$ cat src/include/trc_map.svh
// Constants of the telemetry readback and channel options block.
// Included by every design file of the block; holds definitions only.
`ifndef TRC_MAP_SVH
`define TRC_MAP_SVH

// Command codes seen on the command port.
`define TRC_CMD_READ_VIN     8'h88
`define TRC_CMD_READ_VOUT    8'h8B
`define TRC_CMD_READ_TEMP    8'h8D
`define TRC_CMD_PROTO_REV    8'h98
`define TRC_CMD_CHAN_OPTS    8'hD0

// Fixed protocol revision answer.
`define TRC_PROTO_REV_VALUE  8'h11

// Channel options word: reset value and writable bits.
`define TRC_OPTS_RESET       16'h0000
`define TRC_OPTS_WMASK       16'hCFFF

// Field positions inside the channel options word.
`define TRC_OPTS_MODE_HI     15
`define TRC_OPTS_MODE_LO     14
`define TRC_OPTS_FAST_OFF    11
`define TRC_OPTS_SUP_RES     10
`define TRC_OPTS_ADC_HIRES   9
`define TRC_OPTS_CTRL_SEL    8
`define TRC_OPTS_SERVO_CONT  7
`define TRC_OPTS_SERVO_WARN  6
`define TRC_OPTS_DAC_HI      5
`define TRC_OPTS_DAC_LO      4

`endif

$ cat src/include/trc_pkg.sv
// Types shared by the telemetry readback and channel options block.
// Needs no other file; compiled before the interface and the modules.
package trc_pkg;

  // Source of an ADC result handed to the block.
  typedef enum logic [1:0] {
    TRC_SRC_VIN  = 2'h0,
    TRC_SRC_VOUT = 2'h1,
    TRC_SRC_TEMP = 2'h2,
    TRC_SRC_NONE = 2'h3
  } trc_src_t;

  // Channel sequencing mode field.
  typedef enum logic [1:0] {
    TRC_MODE_SEQ_IMM = 2'h0,
    TRC_MODE_SEQ_OFF = 2'h1,
    TRC_MODE_TRACK_A = 2'h2,
    TRC_MODE_TRACK_B = 2'h3
  } trc_chan_mode_t;

  // DAC usage field.
  typedef enum logic [1:0] {
    TRC_DAC_SERVO  = 2'h0,
    TRC_DAC_OFF    = 2'h1,
    TRC_DAC_STORED = 2'h2,
    TRC_DAC_SOFT   = 2'h3
  } trc_dac_mode_t;

endpackage

$ cat src/include/trc_if.sv
// Carrier between the top of the block and its two storage modules.
// Assumes a single clock domain; all signals change on the top's clock.
`timescale 1ns/1ps
interface trc_if #(
  parameter int NCH = 8
);
  localparam int PW = $clog2(NCH);

  // Channel options write strobe and the stored words.
  logic                  opts_wr;
  logic [PW-1:0]         opts_page;
  logic [15:0]           opts_wdata;
  logic [NCH-1:0][15:0]  opts_word;

  // ADC result delivery.
  logic                  adc_valid;
  trc_pkg::trc_src_t     adc_src;
  logic [PW-1:0]         adc_chan;
  logic [15:0]           adc_data;

  // Latest finished readings.
  logic [15:0]           vin_word;
  logic [15:0]           temp_word;
  logic [NCH-1:0][15:0]  vout_word;
  logic [NCH-1:0]        vout_l11;

  modport bank_mp (
    input  opts_wr, opts_page, opts_wdata,
    output opts_word
  );

  modport snap_mp (
    input  adc_valid, adc_src, adc_chan, adc_data, opts_word,
    output vin_word, temp_word, vout_word, vout_l11
  );
endinterface

$ cat src/design/trc_opts_bank.sv
// Per-channel storage of the channel options word.
// Assumes the top decodes the write and presents the current page.
`timescale 1ns/1ps
`include "trc_map.svh"
module trc_opts_bank #(
  parameter int NCH = 8
) (
  // Clock and reset.
  input  wire logic  i_clk_sys,
  input  wire logic  i_nrst,
  // Carrier to the top.
  trc_if.bank_mp     bus
);
  import trc_pkg::*;

  logic [NCH-1:0][15:0] opts_reg;

  // One word per channel, written only when its page is selected.
  genvar g;
  generate
    for (g = 0; g < NCH; g++) begin : g_word
      // Reserved bits are masked away so they always read as zero.
      always_ff @(posedge i_clk_sys or negedge i_nrst) begin
        if (!i_nrst) begin
          opts_reg[g] <= `TRC_OPTS_RESET;
        end else if (bus.opts_wr && (int'(bus.opts_page) == g)) begin
          opts_reg[g] <= bus.opts_wdata & `TRC_OPTS_WMASK;
        end
      end
    end
  endgenerate

  assign bus.opts_word = opts_reg;

endmodule

$ cat src/design/trc_tlm_snap.sv
// Latest ADC readings, each kept as one whole word.
// Assumes ADC results arrive from logic on the same clock.
`timescale 1ns/1ps
`include "trc_map.svh"
module trc_tlm_snap #(
  parameter int NCH = 8
) (
  // Clock and reset.
  input  wire logic  i_clk_sys,
  input  wire logic  i_nrst,
  // Carrier to the top.
  trc_if.snap_mp     bus
);
  import trc_pkg::*;

  logic [15:0]          vin_reg;
  logic [15:0]          temp_reg;
  logic [NCH-1:0][15:0] vout_reg;
  logic [NCH-1:0]       l11_reg;

  // Input voltage and die temperature replace their word in one edge.
  always_ff @(posedge i_clk_sys or negedge i_nrst) begin
    if (!i_nrst) begin
      vin_reg  <= 16'h0000;
      temp_reg <= 16'h0000;
    end else if (bus.adc_valid) begin
      if (bus.adc_src == TRC_SRC_VIN) begin
        vin_reg <= bus.adc_data;
      end
      if (bus.adc_src == TRC_SRC_TEMP) begin
        temp_reg <= bus.adc_data;
      end
    end
  end

  // Output readings; the format tag is fixed at conversion time so a
  // later change of resolution cannot mislabel an old sample.
  genvar g;
  generate
    for (g = 0; g < NCH; g++) begin : g_vout
      always_ff @(posedge i_clk_sys or negedge i_nrst) begin
        if (!i_nrst) begin
          vout_reg[g] <= 16'h0000;
          l11_reg[g]  <= 1'b0;
        end else if (bus.adc_valid && (bus.adc_src == TRC_SRC_VOUT) &&
                     (int'(bus.adc_chan) == g)) begin
          vout_reg[g] <= bus.adc_data;
          l11_reg[g]  <= ((g % 2) == 1) &&
                         bus.opts_word[g][`TRC_OPTS_ADC_HIRES];
        end
      end
    end
  endgenerate

  assign bus.vin_word  = vin_reg;
  assign bus.temp_word = temp_reg;
  assign bus.vout_word = vout_reg;
  assign bus.vout_l11  = l11_reg;

endmodule

$ cat src/design/trc_top.sv
// Telemetry readback and per-channel options for an eight-channel
// supply manager, sitting behind the serial protocol engine.
// Assumes the protocol engine decodes frames and presents one command
// at a time, with the current page, on the system clock.
//
// Operation
// Input voltage read returns latest L11 volts.
// Output read returns latest L16 volts word.
// Odd hires channel returns L11 millivolts instead.
// Temperature read returns latest L11 Celsius word.
// Revision is read-only, always 0x11.
// Options word kept separately per page.
// Mode field: immediate off, sequenced off, tracking.
// Reserved option bits ignored, read zero.
// Bit 11 set disables fast servo.
// Bit 10 picks 4 mV or 8 mV supervisor.
// Bit 9 fine ADC, odd channels only.
// Bit 8 picks control pin zero or one.
// Bit 7 continuous servo, only DAC mode 00.
// Bit 6 re-servo on warning, restricted.
// DAC field selects connect behaviour after rise.
// Each read returns one whole conversion word.
`timescale 1ns/1ps
`include "trc_map.svh"
module trc_top #(
  parameter int NCH = 8,
  parameter int PW  = 3
) (
  // Clock and reset.
  input  wire logic               i_clk_sys,
  input  wire logic               i_nrst,
  // Command port from the protocol engine.
  input  wire logic               i_cmd_valid,
  input  wire logic               i_cmd_write,
  input  wire logic [7:0]         i_cmd_code,
  input  wire logic [15:0]        i_cmd_wdata,
  input  wire logic [PW-1:0]      i_page,
  // Command answer.
  output logic                    o_rsp_valid,
  output logic [15:0]             o_rsp_data,
  output logic                    o_rsp_l11,
  output logic                    o_rsp_err,
  // ADC results from the conversion sequencer.
  input  wire logic               i_adc_valid,
  input  wire trc_pkg::trc_src_t  i_adc_src,
  input  wire logic [PW-1:0]      i_adc_chan,
  input  wire logic [15:0]        i_adc_data,
  // Control pins and channel state.
  input  wire logic               i_control_pin_zero,
  input  wire logic               i_control_pin_one,
  input  wire logic [NCH-1:0]     i_rise_done,
  // Sequencing and supervision settings per channel.
  output logic [NCH-1:0]          o_track_slave,
  output logic [NCH-1:0]          o_seq_off_on_fault,
  output logic [NCH-1:0]          o_fast_servo_en,
  output logic [NCH-1:0]          o_sup_res_8mv,
  output logic [NCH-1:0]          o_adc_fine,
  output logic [NCH-1:0]          o_chan_control,
  // Servo and DAC behaviour per channel.
  output logic [NCH-1:0]          o_servo_continuous,
  output logic [NCH-1:0]          o_servo_on_warn,
  output logic [NCH-1:0]          o_dac_soft_servo,
  output logic [NCH-1:0]          o_dac_detached,
  output logic [NCH-1:0]          o_dac_use_stored,
  output logic [NCH-1:0]          o_dac_soft_only
);
  import trc_pkg::*;

  // DAC usage field of an options word.
  function automatic trc_dac_mode_t dac_mode_of(input logic [15:0] w);
    dac_mode_of = trc_dac_mode_t'(w[`TRC_OPTS_DAC_HI:`TRC_OPTS_DAC_LO]);
  endfunction

  // Sequencing mode field of an options word.
  function automatic trc_chan_mode_t chan_mode_of(input logic [15:0] w);
    chan_mode_of =
      trc_chan_mode_t'(w[`TRC_OPTS_MODE_HI:`TRC_OPTS_MODE_LO]);
  endfunction

  trc_if #(.NCH(NCH)) u_if ();

  // Storage of the options words.
  trc_opts_bank #(
    .NCH (NCH)
  ) u_bank (
    .i_clk_sys (i_clk_sys),
    .i_nrst    (i_nrst),
    .bus       (u_if.bank_mp)
  );

  // Storage of the latest readings.
  trc_tlm_snap #(
    .NCH (NCH)
  ) u_snap (
    .i_clk_sys (i_clk_sys),
    .i_nrst    (i_nrst),
    .bus       (u_if.snap_mp)
  );

  // Command decode.
  wire hit_vin   = (i_cmd_code == `TRC_CMD_READ_VIN);
  wire hit_vout  = (i_cmd_code == `TRC_CMD_READ_VOUT);
  wire hit_temp  = (i_cmd_code == `TRC_CMD_READ_TEMP);
  wire hit_rev   = (i_cmd_code == `TRC_CMD_PROTO_REV);
  wire hit_opts  = (i_cmd_code == `TRC_CMD_CHAN_OPTS);
  wire hit_any   = hit_vin | hit_vout | hit_temp | hit_rev | hit_opts;

  // Only the options word accepts writes; the revision never changes.
  wire wr_ok     = i_cmd_write & hit_opts;
  wire cmd_err   = i_cmd_write ? ~wr_ok : ~hit_any;

  // Routing of the write to the per-page storage.
  assign u_if.opts_wr    = i_cmd_valid & wr_ok;
  assign u_if.opts_page  = i_page;
  assign u_if.opts_wdata = i_cmd_wdata;

  // ADC results pass straight through to the reading store.
  assign u_if.adc_valid  = i_adc_valid;
  assign u_if.adc_src    = i_adc_src;
  assign u_if.adc_chan   = i_adc_chan;
  assign u_if.adc_data   = i_adc_data;

  // Read data selection; every source is a whole word, stored or, for the revision, fixed.
  wire [15:0] rev_word   = {8'h00, `TRC_PROTO_REV_VALUE};
  wire [15:0] page_opts  = u_if.opts_word[i_page];
  wire [15:0] page_vout  = u_if.vout_word[i_page];
  wire [15:0] rd_word    =
    hit_vin  ? u_if.vin_word  :
    hit_vout ? page_vout      :
    hit_temp ? u_if.temp_word :
    hit_rev  ? rev_word       :
    hit_opts ? page_opts      : 16'h0000;

  // Format tag: L11 for input voltage, temperature and fine odd outputs.
  wire rd_l11 = hit_vin | hit_temp |
                (hit_vout & u_if.vout_l11[i_page]);

  logic        rsp_valid_reg;
  logic [15:0] rsp_data_reg;
  logic        rsp_l11_reg;
  logic        rsp_err_reg;

  // Answer one cycle after each command; the word is taken in a single
  // edge so a conversion finishing meanwhile cannot split it.
  always_ff @(posedge i_clk_sys or negedge i_nrst) begin
    if (!i_nrst) begin
      rsp_valid_reg <= 1'b0;
      rsp_data_reg  <= 16'h0000;
      rsp_l11_reg   <= 1'b0;
      rsp_err_reg   <= 1'b0;
    end else begin
      rsp_valid_reg <= i_cmd_valid;
      if (i_cmd_valid) begin
        rsp_data_reg <= (i_cmd_write | cmd_err) ? 16'h0000 : rd_word;
        rsp_l11_reg  <= ~i_cmd_write & ~cmd_err & rd_l11;
        rsp_err_reg  <= cmd_err;
      end
    end
  end

  assign o_rsp_valid = rsp_valid_reg;
  assign o_rsp_data  = rsp_data_reg;
  assign o_rsp_l11   = rsp_l11_reg;
  assign o_rsp_err   = rsp_err_reg;

  // Control pins come from outside, so each passes two flip-flops.
  logic [1:0] ctl_meta_reg;
  logic [1:0] ctl_sync_reg;

  always_ff @(posedge i_clk_sys or negedge i_nrst) begin
    if (!i_nrst) begin
      ctl_meta_reg <= 2'h0;
      ctl_sync_reg <= 2'h0;
    end else begin
      ctl_meta_reg <= {i_control_pin_one, i_control_pin_zero};
      ctl_sync_reg <= ctl_meta_reg;
    end
  end

  // Per-channel decoding of the options word into registered outputs.
  logic [NCH-1:0] track_reg;
  logic [NCH-1:0] seqoff_reg;
  logic [NCH-1:0] fast_reg;
  logic [NCH-1:0] sup_reg;
  logic [NCH-1:0] fine_reg;
  logic [NCH-1:0] ctrl_reg;
  logic [NCH-1:0] cont_reg;
  logic [NCH-1:0] warn_reg;
  logic [NCH-1:0] dservo_reg;
  logic [NCH-1:0] ddet_reg;
  logic [NCH-1:0] dstore_reg;
  logic [NCH-1:0] dsoft_reg;

  genvar g;
  generate
    for (g = 0; g < NCH; g++) begin : g_chan
      wire [15:0]      w     = u_if.opts_word[g];
      trc_chan_mode_t  cmode;
      trc_dac_mode_t   dmode;
      assign cmode = chan_mode_of(w);
      assign dmode = dac_mode_of(w);

      // Mode field: upper bit alone makes a tracking slave.
      wire track_n  = (cmode == TRC_MODE_TRACK_A) |
                      (cmode == TRC_MODE_TRACK_B);
      wire seqoff_n = (cmode == TRC_MODE_SEQ_OFF);
      // Fast servo runs unless its disable bit is set.
      wire fast_n   = ~w[`TRC_OPTS_FAST_OFF];
      // Set selects the coarse 8 mV step and the wider range.
      wire sup_n    = w[`TRC_OPTS_SUP_RES];
      // Even channels always stay on the coarse ADC step.
      wire fine_n   = ((g % 2) == 1) & w[`TRC_OPTS_ADC_HIRES];
      // Channel follows whichever control pin its select bit names.
      wire ctrl_n   = w[`TRC_OPTS_CTRL_SEL] ? ctl_sync_reg[1] :
                                              ctl_sync_reg[0];
      wire servo_n  = (dmode == TRC_DAC_SERVO);
      wire cont_n   = servo_n & w[`TRC_OPTS_SERVO_CONT];
      wire warn_n   = servo_n & ~w[`TRC_OPTS_SERVO_CONT] &
                      w[`TRC_OPTS_SERVO_WARN];
      // DAC behaviour applies only once the channel is on and risen.
      wire rise_n   = i_rise_done[g];
      wire dservo_n = rise_n & (dmode == TRC_DAC_SERVO);
      wire ddet_n   = rise_n & (dmode == TRC_DAC_OFF);
      wire dstore_n = rise_n & (dmode == TRC_DAC_STORED);
      wire dsoft_n  = rise_n & (dmode == TRC_DAC_SOFT);

      always_ff @(posedge i_clk_sys or negedge i_nrst) begin
        if (!i_nrst) begin
          track_reg[g]  <= 1'b0;
          seqoff_reg[g] <= 1'b0;
          fast_reg[g]   <= 1'b0;
          sup_reg[g]    <= 1'b0;
          fine_reg[g]   <= 1'b0;
          ctrl_reg[g]   <= 1'b0;
        end else begin
          track_reg[g]  <= track_n;
          seqoff_reg[g] <= seqoff_n;
          fast_reg[g]   <= fast_n;
          sup_reg[g]    <= sup_n;
          fine_reg[g]   <= fine_n;
          ctrl_reg[g]   <= ctrl_n;
        end
      end

      always_ff @(posedge i_clk_sys or negedge i_nrst) begin
        if (!i_nrst) begin
          cont_reg[g]   <= 1'b0;
          warn_reg[g]   <= 1'b0;
          dservo_reg[g] <= 1'b0;
          ddet_reg[g]   <= 1'b0;
          dstore_reg[g] <= 1'b0;
          dsoft_reg[g]  <= 1'b0;
        end else begin
          cont_reg[g]   <= cont_n;
          warn_reg[g]   <= warn_n;
          dservo_reg[g] <= dservo_n;
          ddet_reg[g]   <= ddet_n;
          dstore_reg[g] <= dstore_n;
          dsoft_reg[g]  <= dsoft_n;
        end
      end
    end
  endgenerate

  // Registered per-channel outputs.
  assign o_track_slave      = track_reg;
  assign o_seq_off_on_fault = seqoff_reg;
  assign o_fast_servo_en    = fast_reg;
  assign o_sup_res_8mv      = sup_reg;
  assign o_adc_fine         = fine_reg;
  assign o_chan_control     = ctrl_reg;
  assign o_servo_continuous = cont_reg;
  assign o_servo_on_warn    = warn_reg;
  assign o_dac_soft_servo   = dservo_reg;
  assign o_dac_detached     = ddet_reg;
  assign o_dac_use_stored   = dstore_reg;
  assign o_dac_soft_only    = dsoft_reg;

endmodule

$ cat config.mk
export PLATFORM = sky130hd
export DESIGN_NAME = trc_top
export DESIGN_NICKNAME = d
export VERILOG_FILES = /design/src/include/trc_pkg.sv /design/src/include/trc_if.sv /design/src/design/trc_opts_bank.sv /design/src/design/trc_tlm_snap.sv /design/src/design/trc_top.sv
export VERILOG_INCLUDE_DIRS = /design/src /design/src/include
export SDC_FILE = /design/constraint.sdc
export NUM_CORES = 1
export LEC_CHECK = 0
export BUFFER_PORTS_ARGS = -buffer_cell sky130_fd_sc_hd__buf_2
export CAP_MARGIN = 20
export CORE_UTILIZATION = 50
export DETAILED_ROUTE_END_ITERATION = 12
export PLACE_DENSITY = 0.72
export SLEW_MARGIN = 20
export SYNTH_ARGS = -nofsm -noshare
export SYNTH_HDL_FRONTEND = slang
export SYNTH_SLANG_ARGS = --single-unit
$ cat constraint.sdc
create_clock -name i_clk_sys -period 1.8 [get_ports i_clk_sys]
set_clock_uncertainty 0.2 [all_clocks]
set_input_delay 0.09 -clock i_clk_sys [delete_from_list [all_inputs] [get_ports i_clk_sys]]
set_output_delay 0.09 -clock i_clk_sys [all_outputs]
set_load 0.02 [all_outputs]
After elaboration in Yosys (flattened, before gate mapping):

Cells that the tools add are included.

* order comparisons: 1
* equal/unequal tests: 69
* muxes and demuxes: 21
* bitwise operators: 96
* reduce and logical (&&, ||, !) cells: 30

Operators with widths (count)
* 16-bit two-way mux: 8
* 16-bit binary-select mux with 3-bit select: 2
* 2-bit == test, second input constant: 33
* 1-bit bitwise AND: 61
* 8-bit == test, second input constant: 5
* 2-bit by 1-bit == test with 1-bit output, second input constant: 17
* 3-bit == test, second input constant: 8
* 1-bit NOT: 20
* 2-bit logical NOT: 9
* 1-bit logical AND: 17
* 1-bit bitwise OR: 15
* 3-bit by 2-bit == test with 1-bit output, second input constant: 4
* 1-bit two-way mux: 10
* 3-bit by 1-bit == test with 1-bit output, second input constant: 2
* 3-bit logical NOT: 2
* 3-bit by 4-bit < comparator with 1-bit output, second input constant: 1
* 2-bit AND reduction: 2
* 1-bit binary-select mux with 3-bit select: 1

* flip-flop bits (word level): 391
* input bits: 63
* output and inout bits: 115
* logic and storage cells: 337

Logic depth before layout (Yosys ltp):

* word-level depth: 10
* mapped depth: 9

Hierarchy:

Synthesis repeated with hierarchy kept, for this count alone.

* cells, all modules: 1087
* area, all modules: 16831.1 um^2

Modules (own cells, without submodules)
* trc_tlm_snap: times used 1, cells an instance 377, area each 6243.5 um^2, seq. area each 4103.9 um^2
* trc_top: times used 1, cells an instance 450, area each 6164.7 um^2, seq. area each 2877.8 um^2
* trc_opts_bank: times used 1, cells an instance 260, area each 4423.0 um^2, seq. area each 2802.7 um^2

Worst setup path before layout:

OpenSTA, ideal clock, no wires.

* kind: input port to flip-flop
* from: input port i_cmd_code[1]
* to: register u_bank.opts_reg, in the netlist u_bank.bus.opts_word[10]
* data arrival time: 1539 ps
* data required time: 1475 ps
* slack: -64 ps
* stages: 7
* buffers on the path: 2
* cell sequence: nor3b_2 > and3_1 > buf_4 > nand4b_4 > nor2_4 > buf_6 > mux2_2

* word-level cells in the longest chain between the ends: 4

RTL lines
* start: declaration: RTL line trc_top.sv:35 `input wire logic [7:0] i_cmd_code,`
* 8-bit == test (no line)
* 1-bit bitwise AND: RTL line trc_top.sv:109 `wire wr_ok = i_cmd_write & hit_opts;`
* 1-bit bitwise AND: RTL line trc_top.sv:113 `assign u_if.opts_wr = i_cmd_valid & wr_ok;`
* 1-bit logical AND: RTL line trc_opts_bank.sv:26 `end else if (bus.opts_wr && (int'(bus.opts_page) == g)) begin`
* end signal: indexed assignment: RTL line trc_opts_bank.sv:25 `` opts_reg[g] <= `TRC_OPTS_RESET; ``
* end signal: indexed assignment: RTL line trc_opts_bank.sv:27 `` opts_reg[g] <= bus.opts_wdata & `TRC_OPTS_WMASK; ``
* end: declaration: RTL line trc_opts_bank.sv:16 `logic [NCH-1:0][15:0] opts_reg;`

No other way between the ends.
A chain may end at the register's enable or synchronous reset.

Final worst setup path:

* from: register u_snap.vout_reg, in the netlist u_snap.bus.vout_word[28]
* to: register rsp_data_reg[12], in the netlist o_rsp_data[12]

* word-level cells in the longest chain between the ends: 5

RTL lines
* start: declaration: RTL line trc_tlm_snap.sv:18 `logic [NCH-1:0][15:0] vout_reg;`
* start signal: indexed assignment: RTL line trc_tlm_snap.sv:47 `vout_reg[g] <= bus.adc_data;`
* 16-bit binary-select mux with 3-bit select: RTL line trc_top.sv:126 `wire [15:0] page_vout = u_if.vout_word[i_page];`
* 16-bit two-way mux (implied by the code): RTL line trc_top.sv:126
* 16-bit two-way mux: RTL line trc_top.sv:129 `hit_vout ? page_vout :`
* 16-bit two-way mux: RTL line trc_top.sv:128 `hit_vin ? u_if.vin_word :`
* 16-bit two-way mux: RTL line trc_top.sv:154 `rsp_data_reg <= (i_cmd_write | cmd_err) ? 16'h0000 : rd_word;`
* end signal: assignment: RTL line trc_top.sv:154
* end: declaration: RTL line trc_top.sv:139 `logic [15:0] rsp_data_reg;`

No other way between the ends. The select of a mux whose other input is x is not followed.

==> key figures <==
Run status
  • Status: complete, but fails checks
  • Violated checks: negative setup slack

Power
  • Combinational power share: 10.4%
  • Leak Pwr: 10.26 nW
  • Net Sw Frac: 22.70%
  • Max VDD drop: 0.0007805 V
  • Sw Pwr: 0.004638 W
  • Power per Cell Area: 969.3 nW/µm²
  • Share of power burned in registers: 48.6%
  • Clock share of power: 41.1%
  • Pint: 0.01579 W

Global route
  • Pin count of the biggest net entering global routing: 86
  • Global-route wire length before repair: 63.13 mm
  • Initial antenna violation count: 1
  • Vias in the first global route: 10.94k
  • Grt ovf: 0
  • Tot GR Track Use: 24.52%

Clock tree
  • CTS root buf: clkbuf_16
  • TritonCTS Buffers: 40
  • Num Clock Sinks: 391
  • TritonCTS clock tree: done
  • Clock slew at reported path FFs: 0.06 ns
  • H-tree lvl count: 2
  • Worst skew pair latency: 0.53 ns
  • Max clock buf depth: 3

Drt
  • Vias/cell: 5.630
  • Pre-antenna DRT Iters: 5
  • Post-route ant nets: 0
  • Via count: 10.69k
  • DRC Markers: 0
  • Final wirelength: 40.53 mm
  • Wirelength per Cell: 21.36 µm
  • DR iter-0 viols: 718

Synthesis
  • Synthesized area: 16,680 µm²
  • Synth Flop Type: dfrtp_1
  • Post-synthesis sequential area ratio: 58.66%
  • Synth cell types: 58
  • Register bit total from synthesis: 391
  • FFs w/ async S/R, synth: 100.0%
  • Syn avg cell area: 15.22 µm²
  • Synth Instances: 1,096
  • EDFF count, synth: 0
  • Yosys warning count: 0

Floorplan
  • Initial Utilization: 51.00%
  • Die area: 34,090 µm²
  • Std cell rows: 66
  • Die height: 184.6 µm
  • Core outline area: 32,700 µm²
  • I/O pin cnt: 178
  • DIE WIDTH: 184.6 µm

Place
  • GPL Wtd Cong: 0.8136
  • Dpl hpwl: 27.28 mm
  • Port Buf Inserts: 171

Final layout
  • Most common cell after layout, fill and taps aside: dfrtp_1
  • Flip-flop and latch area: 9784 µm²
  • Fillers: 2,415
  • Share of layout cells above drive strength 1: 51.99%
  • ANT cells: 0
  • Largest register FFs: 128
  • Commonest cells after routing, fill and taps aside: dfrtp_1, mux2_2, buf_2
  • Layout Area Growth over Synthesis: 26.38%
  • Layout Utilization: 64.46%
  • # nets final: 1,489
  • Area of the multi-input gates: 6445 µm²

Timing
  • Setup_tns: -0.1182 ns
  • Least-Margin Pin Slew: 0.9363 ns
  • Max Clock Freq: 0.5298 GHz
  • Period utilisation layout: 104.9%
  • RSZ-0062 raised after global routing: true
  • Post-layout minimum cycle time: 1.887 ns
  • Final Hold Fails: 0
  • Slack of the critical path: -0.08734 ns
  • Final max-slew violation count: 0
  • Fin Hold WS: 0.01427 ns
  • Rel. slew slack: 37.58%
  • # setup viols final: 3

Worst setup path
  • WP data arrival: 2.08 ns
  • Critical Path End Type: flop
  • Worst-path fanout max: 2
  • CP Launch Type: flop
  • WP data required: 1.99 ns
  • CP Class: reg -> reg

Hold path
  • Min-delay worst type: in -> reg

Run
  • Max cap viols: 0
==> worst paths after layout <==
path | start | to | slack (ns) | cells past startpoint
setup / recovery | u_snap.bus.vout_word[28] | o_rsp_data[12] | -0.09 | 4
min in group asynchronous | i_nrst | u_bank.bus.opts_word[21] | 0.02 | 3
hold / removal | i_adc_chan[2] | u_snap.bus.vout_word[68] | 0.01 | 4
hold reg to reg | ctl_meta_reg[1] | ctl_sync_reg[1] | 0.17 | 0
setup reg to reg | u_snap.bus.vout_word[28] | o_rsp_data[12] | -0.09 | 4
max in group asynchronous | i_nrst | u_snap.bus.vout_word[59] | 0.23 | 5
==> power groups by stage <==
stage	clock network, W	registers [W]	logic, W
finish	0.00839	0.00993	0.00212
global route	0.00889	0.0100	0.00229
CTS	0.00857	0.00991	0.00213
detailed placement	0	0.0101	0.00201
global placement	0	0.0100	0.00194
floorplan	0	0.00995	0.00130
==> cell families after synthesis <==
family,share of synthesized area (%)
DFF,58.66
buffers and inverters,2.978
other,0.02248
and+or+nand+nor,5.424
AOI/OAI and AO/OA,4.239
muxes,28.67
==> critical path: stages, from the launching register on <==
cell and delay, ns:
dfrtp_1 0.39, mux4_2 0.46, mux2_4 0.28, a222oi_1 0.31, o2bb2ai_1 0.12
==> per-stage QoR <==
step / std cells / total power (W) / setup WS, ns / instance area [µm²]
2_1_floorplan: 1099 / 0.01125 / -0.02231 / 16690
3_3_place_gp: 1769 / 0.01196 / -0.2195 / 19140
3_5_place_dp: 1769 / 0.01208 / -0.2729 / 19140
4_1_cts: 1893 / 0.02061 / -0.08157 / 21020
5_1_grt: 1898 / 0.02119 / -0.1549 / 21080
6_report: 1898 / 0.02043 / -0.08734 / 21080
==> layout make-up <==
cell class	count	area share, %
Sequential cell	391	46.42
Multi-Input combinational cell	618	30.58
Timing Repair Buffer	366	13.80
Clock buffer	56	5.616
Tap cell	442	2.624
Clock inverter	16	0.8073
Inverter	9	0.1603
==> routing by layer <==
| metal | track usage [%] | vias up | share of wire, % |
|---|---|---|---|
| li1 | - | 4708 | - |
| met1 | 32.77 | 5578 | 43 |
| met2 | 41.06 | 330 | 49 |
| met3 | 4.347 | 68 | 5.6 |
| met4 | 7.074 | 2 | 2.5 |
| met5 | 0 | - | 0.030 |
==> cells in the mapped netlist, drive strengths merged, types with 5 or more instances <==
master	instances	area share, %
nor2	23	0.70
a32oi	6	0.32
nand2	26	0.59
nor4b	8	0.42
a21oi	20	0.60
and3b	10	0.53
nand3	5	0.18
a22oi	6	0.27
inv	9	0.20
mux4	47	6.7
nor3b	20	0.99
mux2i	21	1.3
o22ai	9	0.34
clkbuf	24	0.56
o31ai	6	0.27
dfrtp	391	59
nor2b	18	0.68
buf	57	2.2
and3	13	0.49
o21ai	19	0.57
mux2	307	21
==> repair_timing <==
action / 4_1_cts / 5_1_grt
pin swaps: 5 / 8
endpoints found under the hold margin: 702 / 0
resized for setup: 15 / 12
buffers inserted: 3 / 5
endpoints found under the setup margin: 7 / 29
hold buffers: 49 / 0
Power figures use the tool's default switching activity.
